$ cat src/design/sensor_ctl_pkg.sv
/*
 Constants, field layouts and state types shared by the barometer
 control register bank and its trim loader.
 Assumes a single 250 MHz clock domain for every user of this package.
*/
package sensor_ctl_pkg;

   // Register addresses on the serial register port
   localparam logic [7:0] ADDR_CTRL2 = 8'h11;
   localparam logic [7:0] ADDR_EVPIN = 8'h12;
   localparam logic [7:0] ADDR_FIFOCTL = 8'h13;
   localparam logic [7:0] ADDR_THRESH = 8'h14;
   localparam logic [7:0] ADDR_FDATA_FIRST = 8'h78;
   localparam logic [7:0] ADDR_FDATA_LAST = 8'h7c;
   localparam logic [7:0] ADDR_STEP = 8'h01;

   // control_two fields
   localparam int C2_RELOAD = 7;
   localparam int C2_POL = 6;
   localparam int C2_DRIVE = 5;
   localparam int C2_STEP = 4;
   localparam int C2_SOFT = 2;
   localparam int C2_QUIET = 1;
   localparam int C2_SINGLE = 0;

   // event_pin_control fields
   localparam int EV_FULL = 5;
   localparam int EV_LEVEL = 4;
   localparam int EV_OVR = 3;
   localparam int EV_READY = 2;
   localparam int EV_SRC_LO = 0;

   // fifo_control fields
   localparam int FC_HALT = 3;
   localparam int FC_TRIG = 2;
   localparam int FC_MODE_LO = 0;

   // Reset values and writable-bit masks
   localparam logic [7:0] C2_RESET = 8'h10;
   localparam logic [7:0] EV_RESET = 8'h00;
   localparam logic [7:0] FC_RESET = 8'h00;
   localparam logic [7:0] THR_RESET = 8'h00;
   localparam logic [7:0] C2_WMASK = 8'hf7;
   localparam logic [7:0] EV_WMASK = 8'h3f;
   localparam logic [7:0] FC_WMASK = 8'h0f;
   localparam logic [7:0] THR_WMASK = 8'h7f;

   localparam logic [2:0] RATE_POWER_DOWN = 3'h0;
   localparam logic [2:0] RATE_100HZ = 3'h6;
   localparam logic [7:0] FIFO_CAP = 8'h80;

   localparam logic [1:0] SRC_DATA = 2'h0;
   localparam logic [1:0] SRC_HIGH = 2'h1;
   localparam logic [1:0] SRC_LOW = 2'h2;
   localparam logic [1:0] SRC_EITHER = 2'h3;

   localparam logic [1:0] FSEL_BYPASS = 2'h0;
   localparam logic [1:0] FSEL_ONE = 2'h1;
   localparam logic [1:0] FSEL_TWO = 2'h2;

   localparam int FDATA_W = 40;
   localparam int TRIM_AW = 4;
   localparam int TRIM_DW = 8;
   localparam logic [TRIM_AW-1:0] TRIM_LAST = 4'hf;
   localparam logic [TRIM_AW-1:0] TRIM_STEP = 4'h1;

   typedef enum logic [2:0] {
      FM_BYPASS = 3'h0,
      FM_FIFO = 3'h1,
      FM_STREAM = 3'h2,
      FM_BYP_TO_FIFO = 3'h3,
      FM_BYP_TO_STREAM = 3'h4,
      FM_STREAM_TO_FIFO = 3'h5
   } fifo_mode_e;

   typedef enum logic [1:0] {
      LD_IDLE = 2'h0,
      LD_ADDR = 2'h1,
      LD_COPY = 2'h2
   } load_state_e;

endpackage

$ cat src/design/trim_load_if.sv
/*
 Handshake between the register bank and the trim loader.
 Assumes both ends run on the same clock.
*/
`timescale 1ns/10ps
interface trim_load_if;
   logic start;
   logic busy;
   logic done;
   modport ctrl (output start, input busy, input done);
   modport ldr (input start, output busy, output done);
endinterface

$ cat src/design/sensor_ctl_bank.sv
/*
 Control register bank of the barometer: second control register,
 event pin routing, FIFO control and watermark, FIFO data read ports.
 Assumes a serial front end on the same clock delivering byte accesses,
 and a conversion datapath and FIFO that report their state to it.
*/
`timescale 1ns/10ps
// Notes on behaviour
// - Reload bit starts trim copy at once
// - Reload bit self-clears when copy ends
// - Trim copy runs automatically at power-up
// - Polarity bit: 0 active high, 1 low
// - Drive bit: 0 push-pull, 1 open-drain
// - Address auto-steps per byte, resets on
// - Soft clear restores defaults, then self-clears
// - 100/200 Hz forces low current mode
// - Trigger at rate 000 gives one conversion
// - Conversion end clears trigger, latches results
// - Full route: pin shows 128 stored samples
// - Level route: pin shows fill at threshold
// - Overwrite route: pin shows sample overwritten
// - Ready route shows data ready, default off
// - Source select picks data or pressure events
// - Untriggered mode codes: bypass, FIFO, stream
// - Triggered mode codes select triggered modes, except 100: bypass
// - Halt at level: full at watermark count
// - FIFO samples read at 78h to 7Ch
// - Rate 000 is power-down, outputs hold
// - Seven-bit watermark after FIFO control, zero reset
module sensor_ctl_bank
   import sensor_ctl_pkg::*;
(
   input wire logic i_mclk,
   input wire logic i_reset,
   input wire logic i_acc_start,
   input wire logic [7:0] i_acc_addr,
   input wire logic i_wr_en,
   input wire logic [7:0] i_wr_data,
   input wire logic i_rd_en,
   input wire logic [2:0] i_sample_rate,
   input wire logic i_conv_done,
   input wire logic i_sample_ready,
   input wire logic [7:0] i_fifo_count,
   input wire logic i_fifo_overwrite,
   input wire logic i_press_high,
   input wire logic i_press_low,
   input wire logic [FDATA_W-1:0] i_fifo_sample,
   input wire logic [TRIM_DW-1:0] i_nvm_data,
   output logic [7:0] o_rd_data,
   output logic o_rd_valid,
   output logic o_fifo_pop,
   output logic o_conv_start,
   output logic o_result_latch,
   output logic o_power_down,
   output logic o_low_noise,
   output logic [2:0] o_fifo_mode,
   output logic o_fifo_full,
   output logic o_event_out,
   output logic o_event_oe,
   output logic o_boot_busy,
   output logic [TRIM_AW-1:0] o_nvm_addr,
   output logic o_trim_we,
   output logic [TRIM_AW-1:0] o_trim_addr,
   output logic [TRIM_DW-1:0] o_trim_data
);

   typedef struct packed {
      logic [7:0] addr;
      logic [7:0] c2;
      logic [7:0] ev;
      logic [7:0] fc;
      logic [7:0] thr;
      logic [7:0] rd_data;
      logic rd_valid;
      logic pop;
      logic conv_start;
      logic result_latch;
      logic reload_go;
      logic power_down;
      logic low_noise;
      fifo_mode_e fmode;
      logic full;
      logic ev_out;
      logic ev_oe;
   } bank_s;

   bank_s st_r;
   bank_s st_nxt;
   trim_load_if tl ();

   logic full_hit;
   logic level_hit;
   logic data_sig;
   logic ev_active;

   function automatic fifo_mode_e decode_mode(logic trig, logic [1:0] sel);
      fifo_mode_e m;
      m = FM_BYPASS;
      if (sel == FSEL_BYPASS)
         m = FM_BYPASS;
      else if (!trig)
         m = (sel == FSEL_ONE) ? FM_FIFO : FM_STREAM;
      else if (sel == FSEL_ONE)
         m = FM_BYP_TO_FIFO;
      else if (sel == FSEL_TWO)
         m = FM_BYP_TO_STREAM;
      else
         m = FM_STREAM_TO_FIFO;
      return m;
   endfunction

   function automatic logic [7:0] read_byte(bank_s s,
                                            logic [FDATA_W-1:0] smp);
      logic [7:0] b;
      logic [7:0] idx;
      b = 8'h00;
      idx = s.addr - ADDR_FDATA_FIRST;
      if (s.addr == ADDR_CTRL2)
         b = s.c2;
      else if (s.addr == ADDR_EVPIN)
         b = s.ev;
      else if (s.addr == ADDR_FIFOCTL)
         b = s.fc;
      else if (s.addr == ADDR_THRESH)
         b = s.thr;
      else if (s.addr >= ADDR_FDATA_FIRST && s.addr <= ADDR_FDATA_LAST)
         b = smp[idx[2:0]*8 +: 8];
      return b;
   endfunction

   assign full_hit = (i_fifo_count == FIFO_CAP);
   assign level_hit = (i_fifo_count >= {1'b0, st_r.thr[6:0]});

   // Data signal in priority order: ready, level, overwrite, full
   always_comb
   begin
      if (st_r.ev[EV_READY] && i_sample_ready)
         data_sig = 1'b1;
      else if (st_r.ev[EV_LEVEL] && level_hit)
         data_sig = 1'b1;
      else if (st_r.ev[EV_OVR] && i_fifo_overwrite)
         data_sig = 1'b1;
      else
         data_sig = st_r.ev[EV_FULL] && full_hit;
      unique case (st_r.ev[EV_SRC_LO +: 2])
         SRC_DATA: ev_active = data_sig;
         SRC_HIGH: ev_active = i_press_high;
         SRC_LOW: ev_active = i_press_low;
         SRC_EITHER: ev_active = i_press_high || i_press_low;
      endcase
   end

   always_comb
   begin
      st_nxt = st_r;
      st_nxt.rd_valid = 1'b0;
      st_nxt.pop = 1'b0;
      st_nxt.conv_start = 1'b0;
      st_nxt.result_latch = 1'b0;
      st_nxt.reload_go = 1'b0;
      if (st_r.c2[C2_SOFT])
      begin
         st_nxt.addr = 8'h00;
         st_nxt.c2 = C2_RESET;
         st_nxt.ev = EV_RESET;
         st_nxt.fc = FC_RESET;
         st_nxt.thr = THR_RESET;
      end
      else
      begin
         if (tl.done)
            st_nxt.c2[C2_RELOAD] = 1'b0;
         if (i_conv_done && st_r.c2[C2_SINGLE])
         begin
            st_nxt.c2[C2_SINGLE] = 1'b0;
            st_nxt.result_latch = 1'b1;
         end
         if (i_acc_start)
            st_nxt.addr = i_acc_addr;
         else if ((i_wr_en || i_rd_en) && st_r.c2[C2_STEP])
         begin
            if (st_r.addr == ADDR_FDATA_LAST)
               st_nxt.addr = ADDR_FDATA_FIRST;
            else
               st_nxt.addr = st_r.addr + ADDR_STEP;
         end
         if (i_wr_en && !i_acc_start)
         begin
            if (st_r.addr == ADDR_CTRL2)
            begin
               // Self-clearing bits are only set by a write
               st_nxt.c2 = i_wr_data & C2_WMASK;
               st_nxt.c2[C2_RELOAD] = i_wr_data[C2_RELOAD]
                  || (st_r.c2[C2_RELOAD] && !tl.done);
               st_nxt.c2[C2_SINGLE] = st_nxt.c2[C2_SINGLE]
                  || (st_r.c2[C2_SINGLE] && !i_conv_done);
               if (i_wr_data[C2_RELOAD] && !tl.busy)
                  st_nxt.reload_go = 1'b1;
               if (i_wr_data[C2_SINGLE])
               begin
                  if (i_sample_rate == RATE_POWER_DOWN && !tl.busy
                      && !st_r.c2[C2_SINGLE])
                     st_nxt.conv_start = 1'b1;
                  else if (!st_r.c2[C2_SINGLE])
                     st_nxt.c2[C2_SINGLE] = 1'b0;
               end
            end
            else if (st_r.addr == ADDR_EVPIN)
               st_nxt.ev = i_wr_data & EV_WMASK;
            else if (st_r.addr == ADDR_FIFOCTL)
               st_nxt.fc = i_wr_data & FC_WMASK;
            else if (st_r.addr == ADDR_THRESH)
               st_nxt.thr = i_wr_data & THR_WMASK;
         end
         if (i_rd_en && !i_acc_start)
         begin
            st_nxt.rd_data = read_byte(st_r, i_fifo_sample);
            st_nxt.rd_valid = 1'b1;
            st_nxt.pop = (st_r.addr == ADDR_FDATA_LAST);
         end
      end
      st_nxt.power_down = (i_sample_rate == RATE_POWER_DOWN);
      st_nxt.low_noise = st_r.c2[C2_QUIET]
         && (i_sample_rate < RATE_100HZ);
      st_nxt.fmode = decode_mode(st_r.fc[FC_TRIG],
                                 st_r.fc[FC_MODE_LO +: 2]);
      if (st_r.fc[FC_HALT])
         st_nxt.full = (i_fifo_count == {1'b0, st_r.thr[6:0]});
      else
         st_nxt.full = full_hit;
      if (st_r.c2[C2_DRIVE])
      begin
         st_nxt.ev_oe = ev_active;
         st_nxt.ev_out = !st_r.c2[C2_POL];
      end
      else
      begin
         st_nxt.ev_oe = 1'b1;
         st_nxt.ev_out = ev_active ^ st_r.c2[C2_POL];
      end
   end

   always_ff @(posedge i_mclk or posedge i_reset)
   begin
      if (i_reset)
      begin
         st_r <= '0;
         st_r.c2 <= C2_RESET;
         st_r.power_down <= 1'b1;
         st_r.ev_oe <= 1'b1;
      end
      else
         st_r <= st_nxt;
   end

   assign tl.start = st_r.reload_go;

   trim_loader u_loader (
      .i_mclk(i_mclk),
      .i_reset(i_reset),
      .bus(tl),
      .i_nvm_data(i_nvm_data),
      .o_nvm_addr(o_nvm_addr),
      .o_trim_we(o_trim_we),
      .o_trim_addr(o_trim_addr),
      .o_trim_data(o_trim_data)
   );

   assign o_rd_data = st_r.rd_data;
   assign o_rd_valid = st_r.rd_valid;
   assign o_fifo_pop = st_r.pop;
   assign o_conv_start = st_r.conv_start;
   assign o_result_latch = st_r.result_latch;
   assign o_power_down = st_r.power_down;
   assign o_low_noise = st_r.low_noise;
   assign o_fifo_mode = st_r.fmode;
   assign o_fifo_full = st_r.full;
   assign o_event_out = st_r.ev_out;
   assign o_event_oe = st_r.ev_oe;
   assign o_boot_busy = tl.busy;

   // Accepted write to control_two
   logic ctrl2_wr;
   assign ctrl2_wr = i_wr_en && !i_acc_start && st_r.addr == ADDR_CTRL2
      && !st_r.c2[C2_SOFT];
endmodule

$ cat src/design/trim_loader.sv
/*
 Copies factory calibration words from nonvolatile storage into the
 trimming registers, at power-up and on request.
 Assumes nonvolatile data is valid one cycle after its address.
*/
`timescale 1ns/10ps
module trim_loader
   import sensor_ctl_pkg::*;
(
   input wire logic i_mclk,
   input wire logic i_reset,
   trim_load_if.ldr bus,
   input wire logic [TRIM_DW-1:0] i_nvm_data,
   output logic [TRIM_AW-1:0] o_nvm_addr,
   output logic o_trim_we,
   output logic [TRIM_AW-1:0] o_trim_addr,
   output logic [TRIM_DW-1:0] o_trim_data
);

   typedef struct packed {
      load_state_e state;
      logic [TRIM_AW-1:0] nvm_addr;
      logic we;
      logic [TRIM_AW-1:0] trim_addr;
      logic [TRIM_DW-1:0] trim_data;
      logic busy;
      logic done;
   } load_s;

   load_s st_r;
   load_s st_nxt;

   always_comb
   begin
      st_nxt = st_r;
      st_nxt.we = 1'b0;
      st_nxt.done = 1'b0;
      unique case (st_r.state)
         LD_IDLE:
         begin
            if (bus.start)
            begin
               st_nxt.state = LD_ADDR;
               st_nxt.nvm_addr = '0;
               st_nxt.busy = 1'b1;
            end
         end
         LD_ADDR:
            st_nxt.state = LD_COPY;
         LD_COPY:
         begin
            st_nxt.we = 1'b1;
            st_nxt.trim_addr = st_r.nvm_addr;
            st_nxt.trim_data = i_nvm_data;
            if (st_r.nvm_addr == TRIM_LAST)
            begin
               st_nxt.state = LD_IDLE;
               st_nxt.busy = 1'b0;
               st_nxt.done = 1'b1;
            end
            else
            begin
               st_nxt.state = LD_ADDR;
               st_nxt.nvm_addr = st_r.nvm_addr + TRIM_STEP;
            end
         end
         default:
            st_nxt.state = LD_IDLE;
      endcase
   end

   // Power-up boot starts straight out of reset
   always_ff @(posedge i_mclk or posedge i_reset)
   begin
      if (i_reset)
      begin
         st_r <= '0;
         st_r.state <= LD_ADDR;
         st_r.busy <= 1'b1;
      end
      else
         st_r <= st_nxt;
   end

   assign bus.busy = st_r.busy;
   assign bus.done = st_r.done;
   assign o_nvm_addr = st_r.nvm_addr;
   assign o_trim_we = st_r.we;
   assign o_trim_addr = st_r.trim_addr;
   assign o_trim_data = st_r.trim_data;
endmodule

$ cat config.mk
export PLATFORM = sky130hd
export DESIGN_NAME = sensor_ctl_bank
export DESIGN_NICKNAME = d
export VERILOG_FILES = /design/src/design/sensor_ctl_pkg.sv /design/src/design/trim_load_if.sv /design/src/design/sensor_ctl_bank.sv /design/src/design/trim_loader.sv
export SDC_FILE = /design/constraint.sdc
export NUM_CORES = 1
export LEC_CHECK = 0
export BUFFER_PORTS_ARGS = -buffer_cell sky130_fd_sc_hd__clkbuf_2
export CELL_PAD_IN_SITES_DETAIL_PLACEMENT = 0
export CELL_PAD_IN_SITES_GLOBAL_PLACEMENT = 2
export CORE_UTILIZATION = 33
export CTS_CLUSTER_DIAMETER = 30
export DETAILED_ROUTE_END_ITERATION = 8
export PLACE_DENSITY = 0.95
export SLEW_MARGIN = 40
export SYNTH_ARGS = -nofsm -noshare
export SYNTH_HDL_FRONTEND = slang
export SYNTH_SLANG_ARGS = --single-unit
$ cat constraint.sdc
create_clock -name i_mclk -period 3.37 [get_ports i_mclk]
set_input_delay 0.337 -clock i_mclk [delete_from_list [all_inputs] [get_ports i_mclk]]
set_output_delay 0.337 -clock i_mclk [all_outputs]
set_load 0.03 [all_outputs]
# Yosys cells after proc, flatten, opt, wreduce, memory -nomap -nowiden
# Cells that the tools add are included.
# op_classes
order_cmp	4
n_mul	0
bitwise_logic	2
eq_ne	21
n_div	0
add_sub_neg	3
muxes	53
n_shift	1
reduce_logical	43
# ops
operator	count
8-bit two-way mux	13
40-bit two-way mux	1
40-bit by 7-bit variable part select with 8-bit output	1
8-bit by 5-bit equality test with 1-bit output (second input constant)	4
32-bit two-way mux	1
24-bit two-way mux	1
1-bit two-way mux	21
16-bit two-way mux	1
1-bit logical AND	15
13-bit two-way mux	1
2-bit nonzero test	6
2-bit != test (second input constant)	5
3-bit two-way mux	3
3-bit AND reduction	3
8-bit by 1-bit adder with 8-bit output (second input constant)	1
2-bit equality test (second input constant)	4
8-bit by 7-bit equality test with 1-bit output	1
8-bit by 7-bit equality test with 1-bit output (second input constant)	1
8-bit equality test (second input constant)	1
8-bit by 7-bit >= comparator with 1-bit output	1
8-bit by 7-bit >= comparator with 1-bit output (second input constant)	1
8-bit by 7-bit <= comparator with 1-bit output (second input constant)	1
2-bit two-way mux	4
4-bit case mux with 2 select lines	1
22 further kinds	35
# word_totals
input_bits	85
mem_bits_rw	0
wordCells	152
latch_bits	0
mem_count	0
register_bits	82
out_inout_bits	38
mem_bits_ro	0

# Depth between registers and ports, before layout
# logic_depth
depth_word	9
depth_mapped	10
mapped_depth_nobuf	7

# Modules after synthesis
# Synthesis repeated with hierarchy kept, for this count alone.
# unflattened
cells_unflattened	411
hier_area_um2	4307.9
# by_module_without_submodules
mod	cells_each	n_inst	area_per_inst_um2
sensor_ctl_bank	333	1	3278.1
trim_loader	78	1	1029.7

# Worst setup path before layout
# Ideal clock, no wire load.
# synth_timing
kind	register to register
startpoint	reg st_r[53] (netlist bit)
endpoint	reg st_r, in the netlist o_rd_data[0]
setup_ns	0.065
period_less_slack_ns	2.055
path_slack_ns	1.315
arrival_time_ns	1.990
stages_incl_launch_ff	11
n_path_buf	3
path_cell_list	dfrtp_1 -> buf_2 -> buf_2 -> inv_1 -> ha_1 -> nor2b_1 -> clkbuf_1 -> a21oi_1 -> a211o_1 -> o211ai_1 -> o211a_1
# synth_via
elab_chain_cells	7
word_cells_on_any_way	14
# synth_lines
element	line_no	rtl
start: declaration	sensor_ctl_bank.sv:87	bank_s st_r;
start signal: assignment	sensor_ctl_bank.sv:253	st_r <= st_nxt;
3-bit by 1-bit subtractor with 3-bit output, or another cell as far along	sensor_ctl_bank.sv:117	idx = s.addr - ADDR_FDATA_FIRST;
40-bit by 7-bit variable part select with 8-bit output or 1-bit logical AND (tied branches)	sensor_ctl_bank.sv:127, sensor_ctl_bank.sv:126	
8-bit two-way mux	sensor_ctl_bank.sv:126	else if (s.addr >= ADDR_FDATA_FIRST && s.addr <= ADDR_FDATA_LAST)
8-bit two-way mux	sensor_ctl_bank.sv:124	else if (s.addr == ADDR_THRESH)
8-bit two-way mux	sensor_ctl_bank.sv:122	else if (s.addr == ADDR_FIFOCTL)
8-bit two-way mux	sensor_ctl_bank.sv:120	else if (s.addr == ADDR_EVPIN)
8-bit two-way mux *	sensor_ctl_bank.sv:118	if (s.addr == ADDR_CTRL2)
# Every way passes the cells marked *; elsewhere a longest branch is shown, timed or not.
# A chain may end at the register's enable or synchronous reset.

# Worst setup path in the final report
# layout_timing
startpoint	reg st_r[54] (netlist bit)
endpoint	reg st_r, in the netlist o_rd_data[0]
# Same word-level chain as after synthesis.

==> results.txt <==
----------------------------------------------------
[Floorplanning]
  DIE AREA ... 13500 µm²
  Placeable core region ... 12700 µm²
  Die Span X ... 116 µm
  Row count ... 41
  Starting Density ... 33.9%
  Number of top-level pins ... 123
  Die height ... 116 µm

[Pwr]
  Power per unit of standard cell area ... 605 nW/µm²
  Switching Power ... 0.00104 W
  Clock share of power ... 36.9%
  IR drop worst, VDD ... 0.516 mV
  Comb power frac ... 26.8%
  Relative contribution of sequential cells to total power ... 36.3%
  Internal power contribution ... 0.00212 W
  Switching part of the total power ... 32.9%
  Leakage component of the power ... 2.45 nW

[Critical path]
  Worst endpoint required time ... 3.64 ns
  Reg-to-reg endpoint ... o_rd_data[0]
  Origin of the critical flop-to-flop path ... st_r[54]
  Arrival time of the worst setup path ... 2.90 ns
  Type of origin of the critical path ... register
  Classification of the worst setup path ... reg2reg
  Worst Setup SP ... st_r[54]
  Nature of the critical path endpoint ... register
  Register-to-register setup slack ... 0.74 ns
  Worst-path maximum fanout ... 20
  Endpoint of the most critical setup path ... o_rd_data[0]
  Cell depth of the worst flop-to-flop path ... 7

[Yosys]
  Most area-consuming cells after synthesis ... dfrtp_1 40%, nand2_1 7.7%, buf_4 4.7%
  Post-synthesis cell count ... 481
  Number of nets in the synthesized netlist ... 578
  Commonest cells post-synth ... 88 x nand2_1, 69 x dfrtp_1, 40 x a21oi_1
  Proportion of synthesized flip-flops having asynchronous set or reset ... 100%
  Number of synthesized flops with an enable pin ... 0
  Primary flip-flop cell chosen by synthesis mapping ... dfrtp_1
  Ys Warns ... 0
  FF+latch count, synth ... 74
  Mean Syn Cell Area ... 8.92 µm²
  Fraction of the yosys area taken by sequential cells ... 43.3%
  Cell variety after synth ... 61
  Area of the mapped netlist ... 4290 µm²
  Post-synth top area share ... 40.2%
  Synth area leader ... dfrtp_1
  Dominant cell by count in the synthesized netlist ... nand2_1

[STA]
  # setup viols final ... 0
  Sum Neg Setup Slack ... 0 ns
  Slew @ Worst Pin ... 0.750 ns
  Final worst hold slack ... 0.0782 ns
  Count of endpoints failing hold in the final timing report ... 0
  Normalized max-slew margin ... 49.6%
  Achievable Freq ... 0.381 GHz
  Number of slew-limit violations in the final report ... 0
  Time the final worst path needs with I/O delays and setup ... 2.63 ns
  Post-route worst setup slack ... 0.744 ns
  Unrepaired setup endpoints after global routing ... false
  Post-Route Skew ... 0.00821 ns
  Ratio of final minimum period to clock period ... 77.9%

[CTS]
  Clock-pin transition on the worst setup and hold timing paths ... 0.06 ns
  Longest Clk Path Bufs ... 2
  H-Tree Level Count ... 3
  Quantity of hold-fixing buffers added after cts ... 0
  Post-CTS Repair Setup Buffers ... 0
  TritonCTS Buffers ... 9
  TritonCTS clock tree ... built
  Post-cts sizing count ... 0
  Number of clock sinks ... 74
  Clock latency on the worst-skew pair ... 0.34 ns
  Buffer cell driving the clock tree root ... clkbuf_16

[Place]
  Routability congestion estimate ... 0.825
  Setup Slack @ Placement ... 0.837 ns
  Port Buf Inserts ... 122
  Post-DP HPWL ... 8730 µm

[Layout]
  Final antenna diode count ... 0
  Footprint of the multi-input gates ... 2020 µm²
  Register area ... 1860 µm²
  Post-layout nets ... 662
  Number of inserted filler cells in the final layout ... 1287
  Ratio of cells with drive above 1 in the final layout ... 28.9%
  Synthesis-to-finish area growth ... 21.7%

[Outcome]
  Run status ... finished clean

[Routing]
  Count of nets left with antenna violations after detail routing ... 0
  Aggregate routed wire length ... 11500 µm
  Total via count in the routed design ... 3774
  Average wire per standard cell ... 15.5 µm
  Number of violations reported at the end of detailed-routing iteration 0 ... 137
  Remaining DRCs ... 0
  Detail-routed via count per cell ... 5.09
  Length of the first detailed-routing pass in iterations ... 4

[Global route]
  Remaining Overflow, GRT ... 0
  Vias in the first global route ... 3694
  Overall Global Routing Usage ... 18.2%
  Antenna violations before repair ... 0
  Global-route wire length before repair ... 18500 µm
  Pin count of the biggest net entering global routing ... 45

[Flow run]
  Max-cap viol count ... 0

[Worst hold path]
  Worst min-delay path category ... in2async

----------------------------------------------------
==> metal layers <==
metal	GRT usage, %	part of all wire, %	routed length [µm]
met1	22.4	42	4800
met4	6.58	1.6	187
met3	5.13	7.4	851
met2	30.4	49	5690
met5	0	0	0
==> worst max-delay path: stages, from the launching register on <==
cell and delay [ns]:
dfrtp_1 0.67, inv_1 0.16, ha_1 0.45, nor2b_1 0.55
a21oi_1 0.15, a211o_1 0.29, o211ai_1 0.11, o211a_1 0.17
==> flip-flops by register name, indices dropped and copies added (netlist names), 2 cells and up <==
register,cells
u_loader.st_r,2
u_loader.o_trim_addr,4
u_loader.o_trim_data,8
u_loader.o_nvm_addr,4
o_rd_data,8
o_fifo_mode,3
st_r,32
==> how the worst min path moves through the flow <==
stage,from,endpoint,cells past startpoint
after CTS,i_reset,st_r[22],2
after global placement,i_reset,o_low_noise,2
after detailed placement,i_reset,o_low_noise,2
after global routing,i_reset,st_r[30],2
after floorplan,i_sample_rate[2],o_power_down,1
final,i_reset,st_r[22],2
==> layout make-up <==
type                            count  area share (%)
Multi-Input combinational cell    325            38.6
Sequential cell                    74            35.6
Timing Repair Buffer              128            12.8
Clock buffer                       11            4.46
Tap cell                          172            4.12
Clock inverter                      5            2.47
Inverter                           27            1.94
==> through the flow <==
| step | cell area (µm²) | power, W | std cells | utilization (%) |
|---|---|---|---|---|
| floorplan | 4290 | 0.00187 | 481 | - |
| global placement | 4860 | 0.00200 | 726 | 38.4 |
| detailed placement | 4860 | 0.00202 | 726 | 38.4 |
| CTS | 5220 | 0.00321 | 742 | 41.2 |
| global route | 5220 | 0.00335 | 742 | 41.2 |
| finish | 5220 | 0.00316 | 742 | 41.2 |
==> layout by cell type (no fill, tap or decap), types with 3 or more instances in the layout <==
| cell | Yosys | routed |
|---|---|---|
| and3_1 | 4 | 4 |
| a41oi_1 | 3 | 3 |
| a21oi_1 | 40 | 40 |
| o21ai_0 | 24 | 24 |
| clkbuf_2 | 0 | 122 |
| nor2_1 | 17 | 17 |
| a211o_1 | 6 | 6 |
| nand2b_1 | 5 | 5 |
| bufinv_16 | 0 | 4 |
| nor3_1 | 5 | 5 |
| a221oi_1 | 3 | 3 |
| nand2_1 | 88 | 88 |
| nand3_1 | 23 | 23 |
| dfrtp_1 | 69 | 68 |
| o21ai_1 | 3 | 3 |
| o22a_1 | 4 | 4 |
| mux4_2 | 7 | 7 |
| mux2i_1 | 4 | 4 |
| inv_1 | 27 | 26 |
| and2_1 | 4 | 4 |
| a21o_1 | 3 | 3 |
| dfstp_2 | 5 | 5 |
| nor2b_1 | 11 | 11 |
| clkbuf_16 | 0 | 9 |
| o21a_1 | 3 | 3 |
| a31oi_1 | 3 | 3 |
| nand4_1 | 7 | 7 |
| buf_4 | 27 | 5 |
| o211ai_1 | 4 | 4 |
| ha_1 | 12 | 12 |
==> power groups by stage <==
stage          Clock, W  Combinational [W]  Sequential [W]
5_1_grt         0.00123           0.000946         0.00117
6_report        0.00117           0.000846         0.00115
3_5_place_dp          0           0.000861         0.00116
4_1_cts         0.00120           0.000862         0.00115
2_1_floorplan         0           0.000754         0.00112
3_3_place_gp          0           0.000841         0.00116
==> logic make-up after synthesis <==
kind of cell | after synthesis | synth area share, %
AOI/OAI and AO/OA | 122 | 18.5
xor gates and xnor gates | 1 | 0.204
adders and majority gates | 12 | 3.50
buffers and inverters | 82 | 9.73
DFF | 74 | 43.3
muxes | 12 | 4.87
and+or+nand+nor | 178 | 19.9
No activity file was read; power rests on OpenSTA's default activity.
